[config.mk]
export PLATFORM = sky130hd
export DESIGN_NAME = dtc_timer_unit
export DESIGN_NICKNAME = d
export VERILOG_FILES = /design/src/hdl/dtc_pkg.sv /design/src/hdl/dtc_pin_sampler.sv /design/src/hdl/dtc_timer_unit.sv
export SDC_FILE = /design/constraint.sdc
export NUM_CORES = 1
export LEC_CHECK = 0
export ABC_AREA = 1
export BUFFER_PORTS_ARGS = -buffer_cell sky130_fd_sc_hd__buf_2
export CAP_MARGIN = 20
export CELL_PAD_IN_SITES_DETAIL_PLACEMENT = 0
export CELL_PAD_IN_SITES_GLOBAL_PLACEMENT = 1
export CORE_MARGIN = 2
export CORE_UTILIZATION = 42
export CTS_CLUSTER_DIAMETER = 120
export CTS_CLUSTER_SIZE = 14
export DETAILED_ROUTE_END_ITERATION = 8
export PLACE_DENSITY = 0.78
export SETUP_SLACK_MARGIN = 0.3
export SYNTH_ARGS = -nofsm -noshare
export SYNTH_HDL_FRONTEND = slang
export SYNTH_SLANG_ARGS = --single-unit
[constraint.sdc]
create_clock -name clk_sys -period 2 [get_ports clk_sys]
set_input_delay 0.2 -clock clk_sys [delete_from_list [all_inputs] [get_ports clk_sys]]
set_output_delay 0.2 -clock clk_sys [all_outputs]
set_load 0.02 [all_outputs]
[src/hdl/dtc_pkg.sv]
package dtc_pkg;

	// Special function register addresses
	localparam logic [7:0] DTC_ADDR_CTRL = 8'h88;
	localparam logic [7:0] DTC_ADDR_MODE = 8'h89;
	localparam logic [7:0] DTC_ADDR_TL0 = 8'h8a;
	localparam logic [7:0] DTC_ADDR_TL1 = 8'h8b;
	localparam logic [7:0] DTC_ADDR_TH0 = 8'h8c;
	localparam logic [7:0] DTC_ADDR_TH1 = 8'h8d;

	// Reset values
	localparam logic [7:0] DTC_CTRL_RST = 8'h00;
	localparam logic [7:0] DTC_MODE_RST = 8'h00;
	localparam logic [7:0] DTC_COUNT_RST = 8'h00;
	localparam logic [7:0] DTC_READ_NONE = 8'h00;

	// timer_control_flags fields
	localparam int DTC_TF1_BIT = 7;
	localparam int DTC_TR1_BIT = 6;
	localparam int DTC_TF0_BIT = 5;
	localparam int DTC_TR0_BIT = 4;
	localparam int DTC_IE1_BIT = 3;
	localparam int DTC_IT1_BIT = 2;
	localparam int DTC_IE0_BIT = 1;
	localparam int DTC_IT0_BIT = 0;

	// timer_mode_config fields
	localparam int DTC_GATE1_BIT = 7;
	localparam int DTC_FUNC1_BIT = 6;
	localparam int DTC_MODE1_LSB = 4;
	localparam int DTC_GATE0_BIT = 3;
	localparam int DTC_FUNC0_BIT = 2;
	localparam int DTC_MODE0_LSB = 0;

	// One machine cycle is six oscillator periods of clk_sys
	localparam int DTC_OSC_PER_MC = 6;
	localparam logic [2:0] DTC_MC_LAST = 3'(DTC_OSC_PER_MC - 1);

	typedef enum logic [1:0] {
		DTC_M13 = 2'b00,
		DTC_M16 = 2'b01,
		DTC_M8AR = 2'b10,
		DTC_MSPLIT = 2'b11
	} dtc_mode_t;

	typedef struct packed {
		logic [2:0] pre;
		logic [7:0] ctrl;
		logic [7:0] mode;
		logic [7:0] th0;
		logic [7:0] tl0;
		logic [7:0] th1;
		logic [7:0] tl1;
		logic [1:0] irq_prev;
		logic [7:0] rdata;
		logic ovf0;
		logic ovf1;
	} dtc_state_t;

	typedef struct packed {
		logic smp;
		logic pend;
	} dtc_smp_state_t;

endpackage

[src/hdl/dtc_pin_sampler.sv]
`timescale 1ns/1ps
module dtc_pin_sampler import dtc_pkg::*; (
	input wire logic clk_sys,
	input wire logic resetn,
	input wire logic mc_tick,
	input wire logic count_pin,
	output logic fall_seen
);

	dtc_smp_state_t s_q;
	dtc_smp_state_t s_d;

	// Pin is looked at only once per machine cycle; a fall found at one
	// tick is reported until the next tick, which is when it is counted.
	always_comb begin
		s_d = s_q;
		if (mc_tick) begin
			s_d.pend = s_q.smp & ~count_pin;
			s_d.smp = count_pin;
		end
	end

	always_ff @(posedge clk_sys) begin
		if (!resetn) begin
			s_q <= '0;
		end else begin
			s_q <= s_d;
		end
	end

	assign fall_seen = s_q.pend;
endmodule

[src/hdl/dtc_timer_unit.sv]
`timescale 1ns/1ps
// Behaviour
// Timer function adds one each machine cycle of six oscillator periods.
// Counter function samples pin per machine cycle, counts on high-then-low.
// Detected fall is counted one machine cycle later; max rate osc/12.
// Source holds each count pin level at least one machine cycle.
// Mode bits 6 and 2 pick timer when 0, pin counting when 1.
// Gate bit set: count only while run bit 1 and irq pin high.
// Two-bit mode field per channel selects modes 0 to 3.
// Mode 0 counts 13 bits: high byte above low five bits.
// Count wrap from all ones to zero sets overflow flag.
// Setting run bit keeps the count registers unchanged.
// Mode 1 counts all 16 bits with no prescaler.
// Mode 2 low byte counts; overflow reloads it from high byte.
// Channel 1 in mode 3 holds its count as if stopped.
// Channel 0 mode 3 low byte uses all of channel 0's controls.
// Split high byte times cycles, run by channel 1 bit, sets its flag.
// Channel 1 still counts, stops via own mode 3, gives overflow pulses.
// Overflow flags set on overflow, cleared by vector ack or software.
// Run bits are software written, turning channels on or off.
// External irq flags set on edge or low, cleared by ack or software.
// Trigger type bit set means falling edge, clear means low level.
// Any reset clears the whole mode register.
// Each channel emits a one-cycle overflow pulse for the serial port.
module dtc_timer_unit import dtc_pkg::*; (
	input wire logic clk_sys,
	input wire logic resetn,
	input wire logic [7:0] sfr_addr,
	input wire logic sfr_wr,
	input wire logic sfr_rd,
	input wire logic [7:0] sfr_wdata,
	output logic [7:0] sfr_rdata,
	input wire logic chan0_count_pin,
	input wire logic chan1_count_pin,
	input wire logic ext_irq0_pin,
	input wire logic ext_irq1_pin,
	input wire logic irq_ack_chan0,
	input wire logic irq_ack_chan1,
	input wire logic irq_ack_ext0,
	input wire logic irq_ack_ext1,
	output logic chan0_overflow_flag,
	output logic chan1_overflow_flag,
	output logic ext_irq0_detect_flag,
	output logic ext_irq1_detect_flag,
	output logic chan0_ovf_pulse,
	output logic chan1_ovf_pulse
);

	dtc_state_t s_q;
	dtc_state_t s_d;
	logic mc_tick;
	logic [1:0] fall_seen;
	logic [1:0] count_pins;
	dtc_mode_t mode0;
	dtc_mode_t mode1;
	logic en0;
	logic en1;
	logic ev0;
	logic ev1;
	logic evh;
	logic ovf0;
	logic ovf1;
	logic ovfh;
	logic set_tf0;
	logic set_tf1;
	logic [1:0] irq_set;

	// Step one count in modes 0, 1 and 2; returns {overflow, high, low}
	function automatic logic [16:0] dtc_step(input dtc_mode_t md,
			input logic [7:0] th, input logic [7:0] tl);
		logic [12:0] c13;
		logic [15:0] c16;
		logic [8:0] c8;
		c13 = {th, tl[4:0]} + 13'd1;
		c16 = {th, tl} + 16'd1;
		c8 = {1'b0, tl} + 9'd1;
		case (md)
			DTC_M13: begin
				// Top three low bits are left as they are
				dtc_step = {c13 == 13'd0, c13[12:5], tl[7:5], c13[4:0]};
			end
			DTC_M16: begin
				dtc_step = {c16 == 16'd0, c16};
			end
			DTC_M8AR: begin
				if (c8[8]) begin
					dtc_step = {1'b1, th, th};
				end else begin
					dtc_step = {1'b0, th, c8[7:0]};
				end
			end
			default: begin
				dtc_step = {1'b0, th, tl};
			end
		endcase
	endfunction

	// Plain 8-bit step for the two halves of split mode
	function automatic logic [8:0] dtc_inc8(input logic [7:0] v);
		dtc_inc8 = {1'b0, v} + 9'd1;
	endfunction

	assign count_pins = {chan1_count_pin, chan0_count_pin};

	genvar gi;
	generate
		for (gi = 0; gi < 2; gi++) begin : g_smp
			dtc_pin_sampler u_smp (
				.clk_sys(clk_sys),
				.resetn(resetn),
				.mc_tick(mc_tick),
				.count_pin(count_pins[gi]),
				.fall_seen(fall_seen[gi])
			);
		end
	endgenerate

	assign mc_tick = (s_q.pre == DTC_MC_LAST);
	assign mode0 = dtc_mode_t'(s_q.mode[DTC_MODE0_LSB +: 2]);
	assign mode1 = dtc_mode_t'(s_q.mode[DTC_MODE1_LSB +: 2]);

	always_comb begin
		s_d = s_q;
		ovf0 = 1'b0;
		ovf1 = 1'b0;
		ovfh = 1'b0;
		s_d.pre = mc_tick ? 3'd0 : s_q.pre + 3'd1;

		en0 = s_q.ctrl[DTC_TR0_BIT]
			& (~s_q.mode[DTC_GATE0_BIT] | ext_irq0_pin);
		// Channel 1 in its own mode 3 acts as if its run bit were clear
		en1 = s_q.ctrl[DTC_TR1_BIT]
			& (~s_q.mode[DTC_GATE1_BIT] | ext_irq1_pin)
			& (mode1 != DTC_MSPLIT);
		ev0 = mc_tick & en0
			& (s_q.mode[DTC_FUNC0_BIT] ? fall_seen[0] : 1'b1);
		ev1 = mc_tick & en1
			& (s_q.mode[DTC_FUNC1_BIT] ? fall_seen[1] : 1'b1);
		evh = mc_tick & s_q.ctrl[DTC_TR1_BIT];

		if (mode0 == DTC_MSPLIT) begin
			if (ev0) begin
				{ovf0, s_d.tl0} = dtc_inc8(s_q.tl0);
			end
			if (evh) begin
				{ovfh, s_d.th0} = dtc_inc8(s_q.th0);
			end
		end else if (ev0) begin
			{ovf0, s_d.th0, s_d.tl0} = dtc_step(mode0, s_q.th0, s_q.tl0);
		end
		if (ev1) begin
			{ovf1, s_d.th1, s_d.tl1} = dtc_step(mode1, s_q.th1, s_q.tl1);
		end

		// Split high byte takes over channel 1's flag
		set_tf0 = ovf0;
		set_tf1 = (mode0 == DTC_MSPLIT) ? ovfh : ovf1;
		s_d.ovf0 = ovf0;
		s_d.ovf1 = ovf1;

		// A software write to a count byte wins over a count in that cycle;
		// writing the control register leaves counts alone.
		if (sfr_wr) begin
			if (sfr_addr == DTC_ADDR_CTRL) begin
				s_d.ctrl = sfr_wdata; // see R18
			end else if (sfr_addr == DTC_ADDR_MODE) begin
				s_d.mode = sfr_wdata;
			end else if (sfr_addr == DTC_ADDR_TL0) begin
				s_d.tl0 = sfr_wdata;
			end else if (sfr_addr == DTC_ADDR_TL1) begin
				s_d.tl1 = sfr_wdata;
			end else if (sfr_addr == DTC_ADDR_TH0) begin
				s_d.th0 = sfr_wdata;
			end else if (sfr_addr == DTC_ADDR_TH1) begin
				s_d.th1 = sfr_wdata;
			end
		end

		// External interrupt detection: falling edge or low level
		irq_set[0] = s_q.ctrl[DTC_IT0_BIT]
			? (s_q.irq_prev[0] & ~ext_irq0_pin) : ~ext_irq0_pin;
		irq_set[1] = s_q.ctrl[DTC_IT1_BIT]
			? (s_q.irq_prev[1] & ~ext_irq1_pin) : ~ext_irq1_pin;
		s_d.irq_prev = {ext_irq1_pin, ext_irq0_pin};

		// Hardware clears first, then hardware sets, so a new event survives
		if (irq_ack_chan0) begin
			s_d.ctrl[DTC_TF0_BIT] = 1'b0;
		end
		if (irq_ack_chan1) begin
			s_d.ctrl[DTC_TF1_BIT] = 1'b0;
		end
		if (irq_ack_ext0) begin
			s_d.ctrl[DTC_IE0_BIT] = 1'b0;
		end
		if (irq_ack_ext1) begin
			s_d.ctrl[DTC_IE1_BIT] = 1'b0;
		end
		if (set_tf0) begin
			s_d.ctrl[DTC_TF0_BIT] = 1'b1;
		end
		if (set_tf1) begin
			s_d.ctrl[DTC_TF1_BIT] = 1'b1;
		end
		if (irq_set[0]) begin
			s_d.ctrl[DTC_IE0_BIT] = 1'b1;
		end
		if (irq_set[1]) begin
			s_d.ctrl[DTC_IE1_BIT] = 1'b1;
		end

		if (sfr_rd) begin
			if (sfr_addr == DTC_ADDR_CTRL) begin
				s_d.rdata = s_q.ctrl;
			end else if (sfr_addr == DTC_ADDR_MODE) begin
				s_d.rdata = s_q.mode;
			end else if (sfr_addr == DTC_ADDR_TL0) begin
				s_d.rdata = s_q.tl0;
			end else if (sfr_addr == DTC_ADDR_TL1) begin
				s_d.rdata = s_q.tl1;
			end else if (sfr_addr == DTC_ADDR_TH0) begin
				s_d.rdata = s_q.th0;
			end else if (sfr_addr == DTC_ADDR_TH1) begin
				s_d.rdata = s_q.th1;
			end else begin
				s_d.rdata = DTC_READ_NONE;
			end
		end
	end

	always_ff @(posedge clk_sys) begin
		if (!resetn) begin
			s_q.pre <= 3'd0;
			s_q.ctrl <= DTC_CTRL_RST;
			s_q.mode <= DTC_MODE_RST;
			s_q.th0 <= DTC_COUNT_RST;
			s_q.tl0 <= DTC_COUNT_RST;
			s_q.th1 <= DTC_COUNT_RST;
			s_q.tl1 <= DTC_COUNT_RST;
			s_q.irq_prev <= 2'b11;
			s_q.rdata <= DTC_READ_NONE;
			s_q.ovf0 <= 1'b0;
			s_q.ovf1 <= 1'b0;
		end else begin
			s_q <= s_d;
		end
	end

	assign sfr_rdata = s_q.rdata;
	assign chan0_overflow_flag = s_q.ctrl[DTC_TF0_BIT];
	assign chan1_overflow_flag = s_q.ctrl[DTC_TF1_BIT];
	assign ext_irq0_detect_flag = s_q.ctrl[DTC_IE0_BIT];
	assign ext_irq1_detect_flag = s_q.ctrl[DTC_IE1_BIT];
	assign chan0_ovf_pulse = s_q.ovf0;
	assign chan1_ovf_pulse = s_q.ovf1;
endmodule

Word level (Yosys, flattened, before mapping)
Cells that the tools add are included.

storage, ports and cells
  word-level logic and storage cells = 130
  output and inout port bits = 14
  register bits = 67

cells by class
  multiplexer cells = 47
  reduce and logical (&&, ||, !) cells = 21
  add/subtract/negate cells = 8
  bitwise logic cells = 22
  eq/ne operators = 13

operators by type and width
  operator                                              count
  2-to-1 mux 8 bit                                      18
  case mux 17 bit (3 select lines)                      2
  2-to-1 mux 16 bit                                     4
  equality test 8 bit (second input constant)           6
  2-to-1 mux 48 bit                                     1
  2-to-1 mux 40 bit                                     1
  2-to-1 mux 17 bit                                     2
  adder 16 x 1 -> 16 bit (second input constant)        2
  zero test 16 bit                                      2
  2-to-1 mux 32 bit                                     1
  adder 8 x 1 -> 9 bit (second input constant)          3
  adder 13 x 1 -> 13 bit (second input constant)        2
  zero test 13 bit                                      2
  nonzero test 3 bit                                    8
  2-to-1 mux 1 bit                                      18
  AND 1 bit                                             12
  AND reduction 2 bit                                   5
  NOT 1 bit                                             8
  equality test 2 bit (second input constant)           3
  equality test 2 x 1 -> 1 bit (second input constant)  2
  zero test 2 bit                                       2
  adder 3 x 1 -> 3 bit (second input constant)          1
  equality test 3 bit (second input constant)           1
  AND reduction 3 bit                                   1
  3 further kinds                                       4

Logic depth before layout (Yosys ltp)
  depth after elaboration = 16
  gate-level depth with buffers = 16
  gate-level depth less buffers = 16

Modules after synthesis
Synthesis repeated with hierarchy kept, for this count alone.

unflattened totals
  cells, all modules = 858
  area, all modules = 5227.5 sq um

by module, submodules not included
  module           area each (sq um)  times used  cells each  seq. area each (sq um)
  dtc_timer_unit   5064.9             1           836         1261.2
  dtc_pin_sampler  81.3               2           11          40.0

Least setup slack after synthesis
OpenSTA, ideal clock, no wires.

  path type = register to register
  start point = register s_q[12] in the netlist's numbering
  end point = register s_q (netlist bit chan1_overflow_flag)
  path buffers = 0
  clock period less this slack = 1.722 ns
  required time = 1.942 ns
  cell stages (with the launch flop) = 14
  arrival time = 1.664 ns
  setup slack = 0.278 ns
  path through = dfxtp_1 -> ha_1 -> inv_1 -> nor2_2 -> nand2_2 -> nand2_1 -> nand2_1 -> a21oi_1 -> nand3_1 -> o21ai_1 -> nand2_1 -> nand2_1 -> nand3_1 -> nand2_1

on the way
  longest elaborated chain between the ends = 7

RTL lines
  element                                         RTL line               source
  from (decl)                                     dtc_timer_unit.sv:49   dtc_state_t s_q;
  adder 16 x 1 -> 16 bit (tied with other cells)  dtc_timer_unit.sv:75   c16 = {th, tl} + 16'd1;
  zero test 16 bit (tied with other cells)        dtc_timer_unit.sv:83   dtc_step = {c16 == 16'd0, c16};
  case mux 17 bit (3 select lines) (*)            dtc_timer_unit.sv:77   case (md)
  2-to-1 mux 1 bit (*)                            dtc_timer_unit.sv:151  if (ev1) begin
  2-to-1 mux 1 bit (*)                            dtc_timer_unit.sv:157  set_tf1 = (mode0 == DTC_MSPLIT) ? ovfh : ovf1;
  nonzero test 3 bit (no line)                    -
  AND reduction 2 bit (no line)                   -

Every way passes the cells marked *; elsewhere a longest branch is shown, timed or not.
A chain may end at the register's enable or synchronous reset.

Worst setup path after layout
  start point = register s_q[17] in the netlist's numbering
  end point = register s_q (netlist bit chan1_overflow_flag)

on the way
  longest elaborated chain between the ends = 7

RTL lines
  element                                                                RTL line
  adder 16 x 1 -> 16 bit / adder 8 x 1 -> 9 bit (equally long branches)  dtc_timer_unit.sv:75, dtc_timer_unit.sv:76
  zero test 16 bit / 2-to-1 mux 17 bit (equally long branches)           dtc_timer_unit.sv:83, dtc_timer_unit.sv:86
  case mux 17 bit (3 select lines) (*)                                   dtc_timer_unit.sv:77
  2-to-1 mux 1 bit (*)                                                   dtc_timer_unit.sv:151
  2-to-1 mux 1 bit (*)                                                   dtc_timer_unit.sv:157
  nonzero test 3 bit (no line)                                           -
  AND reduction 2 bit (no line)                                          -

Marks and branches as above.

==> impl_summary.txt <==
----------------------------------------------------
[Outcome]
  Outcome ... complete, no violations

[Clock network]
  Number of hold-repair buffers added at the cts stage ... 0
  Buffer type at the clock tree root ... sky130_fd_sc_hd__clkbuf_16
  Clk slew on worst S/H paths ... 0.06 ns
  CTS tree ... done
  CTS max path bufs ... 2
  Clock net sink count ... 67
  Number of buffers inserted during clock tree synthesis ... 9
  Clock insertion delay at the later pin of the skew report ... approximately 0.34 ns
  Number of H-tree levels ... 3

[Routing]
  Initial drt markers ... 609
  Wire length the detailed router placed on met1 ... 8510 µm
  Wire length per cell ... just under 20 µm
  Initial DRT Pass Iterations ... 5
  Uppermost layer routed ... met4
  Average via count per standard cell ... slightly below 6
  DRC violation count after routing ... 0
  ANT nets after route ... 0
  Post-Route WL ... 22000 µm
  Total length of routed met2 wires ... approximately 11000 µm
  Routed wire length on met3 ... 1370 µm
  Routed via count ... 6476

[Min path]
  Worst hold-check path type ... in -> reg
  Hold depth ... 3

[Logic synthesis]
  Avg Cell Area, Syn ... ~6.0 µm²
  Cell accounting for the most synthesized area ... sky130_fd_sc_hd__dfxtp_1
  Most used flip-flop cell after synthesis ... sky130_fd_sc_hd__dfxtp_1
  Number of library cell types mapped by synthesis ... 39
  Area share of the leading cell type in the synthesized netlist ... 0.263
  Net count after synthesis ... 884
  Ranking of synthesized cells by instance count ... 192 x sky130_fd_sc_hd__nand2_1, 102 x sky130_fd_sc_hd__inv_1, 101 x sky130_fd_sc_hd__nor2_1, 94 x sky130_fd_sc_hd__a21oi_1, 82 x sky130_fd_sc_hd__o21ai_0
  Number of warnings issued by yosys ... 0
  Number of cells produced by synthesis ... around 850
  Ys async rst share ... 0
  Yosys reg bits ... 67
  Total standard cell area after synthesis ... 5100 µm²
  Cell with the most instances after synthesis ... sky130_fd_sc_hd__nand2_1
  Cell types occupying the most area after synthesis ... sky130_fd_sc_hd__dfxtp_1 26%, sky130_fd_sc_hd__nand2_1 14%, sky130_fd_sc_hd__a21oi_1 9.2%
  Sequential-to-total area share from yosys stat ... 0.263
  EDFF count, synth ... 0

[Pwr]
  Power density over cell area ... 455 nW/µm²
  Leakage Power ... 2.96 nW
  Largest voltage drop on the vdd net ... 472 µV

[Timing]
  Unrepaired setup endpoints after global routing ... yes
  Worst Hold Slack ... 0.0787 ns
  Worst slew margin relative to its limit ... 0.422
  Part of the cycle the worst path needs ... 0.958
  Final Hold Vio Count ... 0
  Post-layout min period ... 1.92 ns
  Count of endpoints failing setup in the final report ... 0
  Fin. max-slew vios ... 0
  Fmax ... 0.522 GHz
  Post-Route Skew ... about 0.0094 ns
  Total negative slack ... 0 ns
  Measured slew at the worst slew-check pin ... 0.866 ns

[Placed design]
  Buffers added on ports ... 41
  Global placer's final weighted congestion ... 1.00
  DP Wirelength ... 15900 µm
  Cell Area, Placed ... between 5000 and 6000 µm²

[GRT]
  Wire length of the first global-routing pass ... approximately 33000 µm
  GR Overflow Total ... 0
  Pin count of the biggest net entering global routing ... 46
  Overall global routing resource usage ... 0.333
  Initial antenna violation count ... 0
  Number of global-route vias before repair ... 6097

[Critical path]
  Cell at the slowest stage of the critical path ... sky130_fd_sc_hd__dfxtp_1
  Critical path arrival ... 2.21 ns
  Top cell family by delay on the critical path ... simple AND/OR/NAND/NOR gates
  Peak fanout along the critical path ... 4
  Cell count of the worst reg-to-reg path ... 12
  Crit path top cell by count ... sky130_fd_sc_hd__nand2_1
  Type of origin of the critical path ... flip-flop
  Cell breakdown of the critical path ... nand2_1 > nor2_1 > nand3_1 > nand2_1 > nand2_1 > nor2_1 > nand3_1 > o21ai_2 > nand2_2 > nand2_2 > nand3_2 > nand2_1
  Type of element capturing the critical path ... flip-flop
  Path type of the worst setup path ... reg -> reg
  CP Buf/Inv Count ... 0
  Required time of the critical path ... approximately 2.3 ns
  Largest stage delay on the critical path ... around 0.45 ns
  Crit. path cell count ... 12

[Die]
  Overall die height ... 114 µm
  Initial standard-cell utilization of the core ... 0.428
  Total die area ... 13000 µm²
  Row cnt ... 40
  Core region area ... roughly 12000 µm²
  Die span in x ... 114 µm
  I/O pin total ... 42

[Finish]
  Storage cell area ... 1380 µm²
  Diode count ... 0
  Total area of multi-input combinational cells ... 3630 µm²
  Final design area excluding fillers ... 7040 µm²
  Area grow syn2layout ... 38.1%
  Fraction of final layout cells sized beyond drive strength 1 ... 0.304
  Final nets ... 996
  Number of fill cells in the layout ... 1141
  Final Core Density ... 0.591

[Run]
  Max-cap violations ... 0

----------------------------------------------------
-- area by class of cell --
class | count | area share
multi-input combinational | 645 | 0.516
sequential | 67 | 0.196
timing repair buffer | 132 | 0.160
inverter | 106 | 0.0583
clock buffer | 9 | 0.0320
tap | 147 | 0.0261
clock inverter | 7 | 0.0107
-- final timing paths --
kind           startpoint                  end  slack, ns
max               s_q[17]  chan1_overflow_flag       0.08
min reg2reg       s_q[60]              s_q[60]       0.45
min          ext_irq0_pin              s_q[10]       0.08
max reg2reg       s_q[17]  chan1_overflow_flag       0.08
-- routing by layer --
metal	global-route usage	up-vias
met5	0	-
met4	0.217	0
met3	0.0381	97
met2	0.563	282
met1	0.401	3051
li1	-	3046
-- kinds of logic (layout without fill, tap and decap cells) --
family | after synthesis | count (layout) | synth area share
compound gates | 226 | 226 | 0.241
xor+xnor | 14 | 14 | 0.0241
fa+ha+maj | 7 | 7 | 0.0172
buf+inv | 138 | 254 | 0.114
flops | 67 | 67 | 0.263
simple gates | 397 | 398 | 0.340
-- timing repair --
| action | in CTS | in global routing |
|---|---|---|
| endpoints found under the setup margin | 35 | 36 |
| pin swaps | 37 | 40 |
| cloned | 3 | 1 |
| resized for setup | 106 | 77 |
| setup buffers | 27 | 16 |
-- tightest hold or removal path, stage by stage --
cell	delay [ns]
sky130_fd_sc_hd__buf_2	0.08
sky130_fd_sc_hd__inv_1	0.04
sky130_fd_sc_hd__nand2_1	0.07
-- flip-flops by register name, summed over array words and instances (netlist names), 2 cells and up --
signal,flops
mode1,2
sfr_rdata,8
g_smp.u_smp.fall_seen,2
s_q,45
g_smp.u_smp.s_q,2
mode0,2
-- cells in the final DEF (no fill, tap or decap), types with 15 or more instances in the layout --
cell	count
sky130_fd_sc_hd__buf_4	63
sky130_fd_sc_hd__a21oi_2	21
sky130_fd_sc_hd__nand2_1	175
sky130_fd_sc_hd__o21ai_0	66
sky130_fd_sc_hd__nand3_1	40
sky130_fd_sc_hd__a21oi_1	72
sky130_fd_sc_hd__nand4_1	20
sky130_fd_sc_hd__o22ai_1	15
sky130_fd_sc_hd__nor2_1	84
sky130_fd_sc_hd__nand2_2	20
sky130_fd_sc_hd__dfxtp_2	15
sky130_fd_sc_hd__nor2_4	17
sky130_fd_sc_hd__inv_1	93
sky130_fd_sc_hd__dfxtp_1	46
sky130_fd_sc_hd__buf_2	41
-- stage by stage --
step,cells,setup slack [ns],total power [W]
2_1_floorplan,849,0.306,0.00149
4_1_cts,1096,0.136,0.00321
3_3_place_gp,1050,-0.0349,0.00158
5_1_grt,1113,-0.0208,0.00329
3_5_place_dp,1050,-0.0822,0.00158
6_report,1113,0.0831,0.00321
-- power by group --
part	internal, W	switching, W	total (W)	leakage, nW
registers	0.00135	0.0000133	0.00136	0.554
clock network	0.000974	0.000663	0.00164	0.150
logic	0.0000704	0.000139	0.000210	2.25
Note: power is estimated with default switching activity, not from simulation.
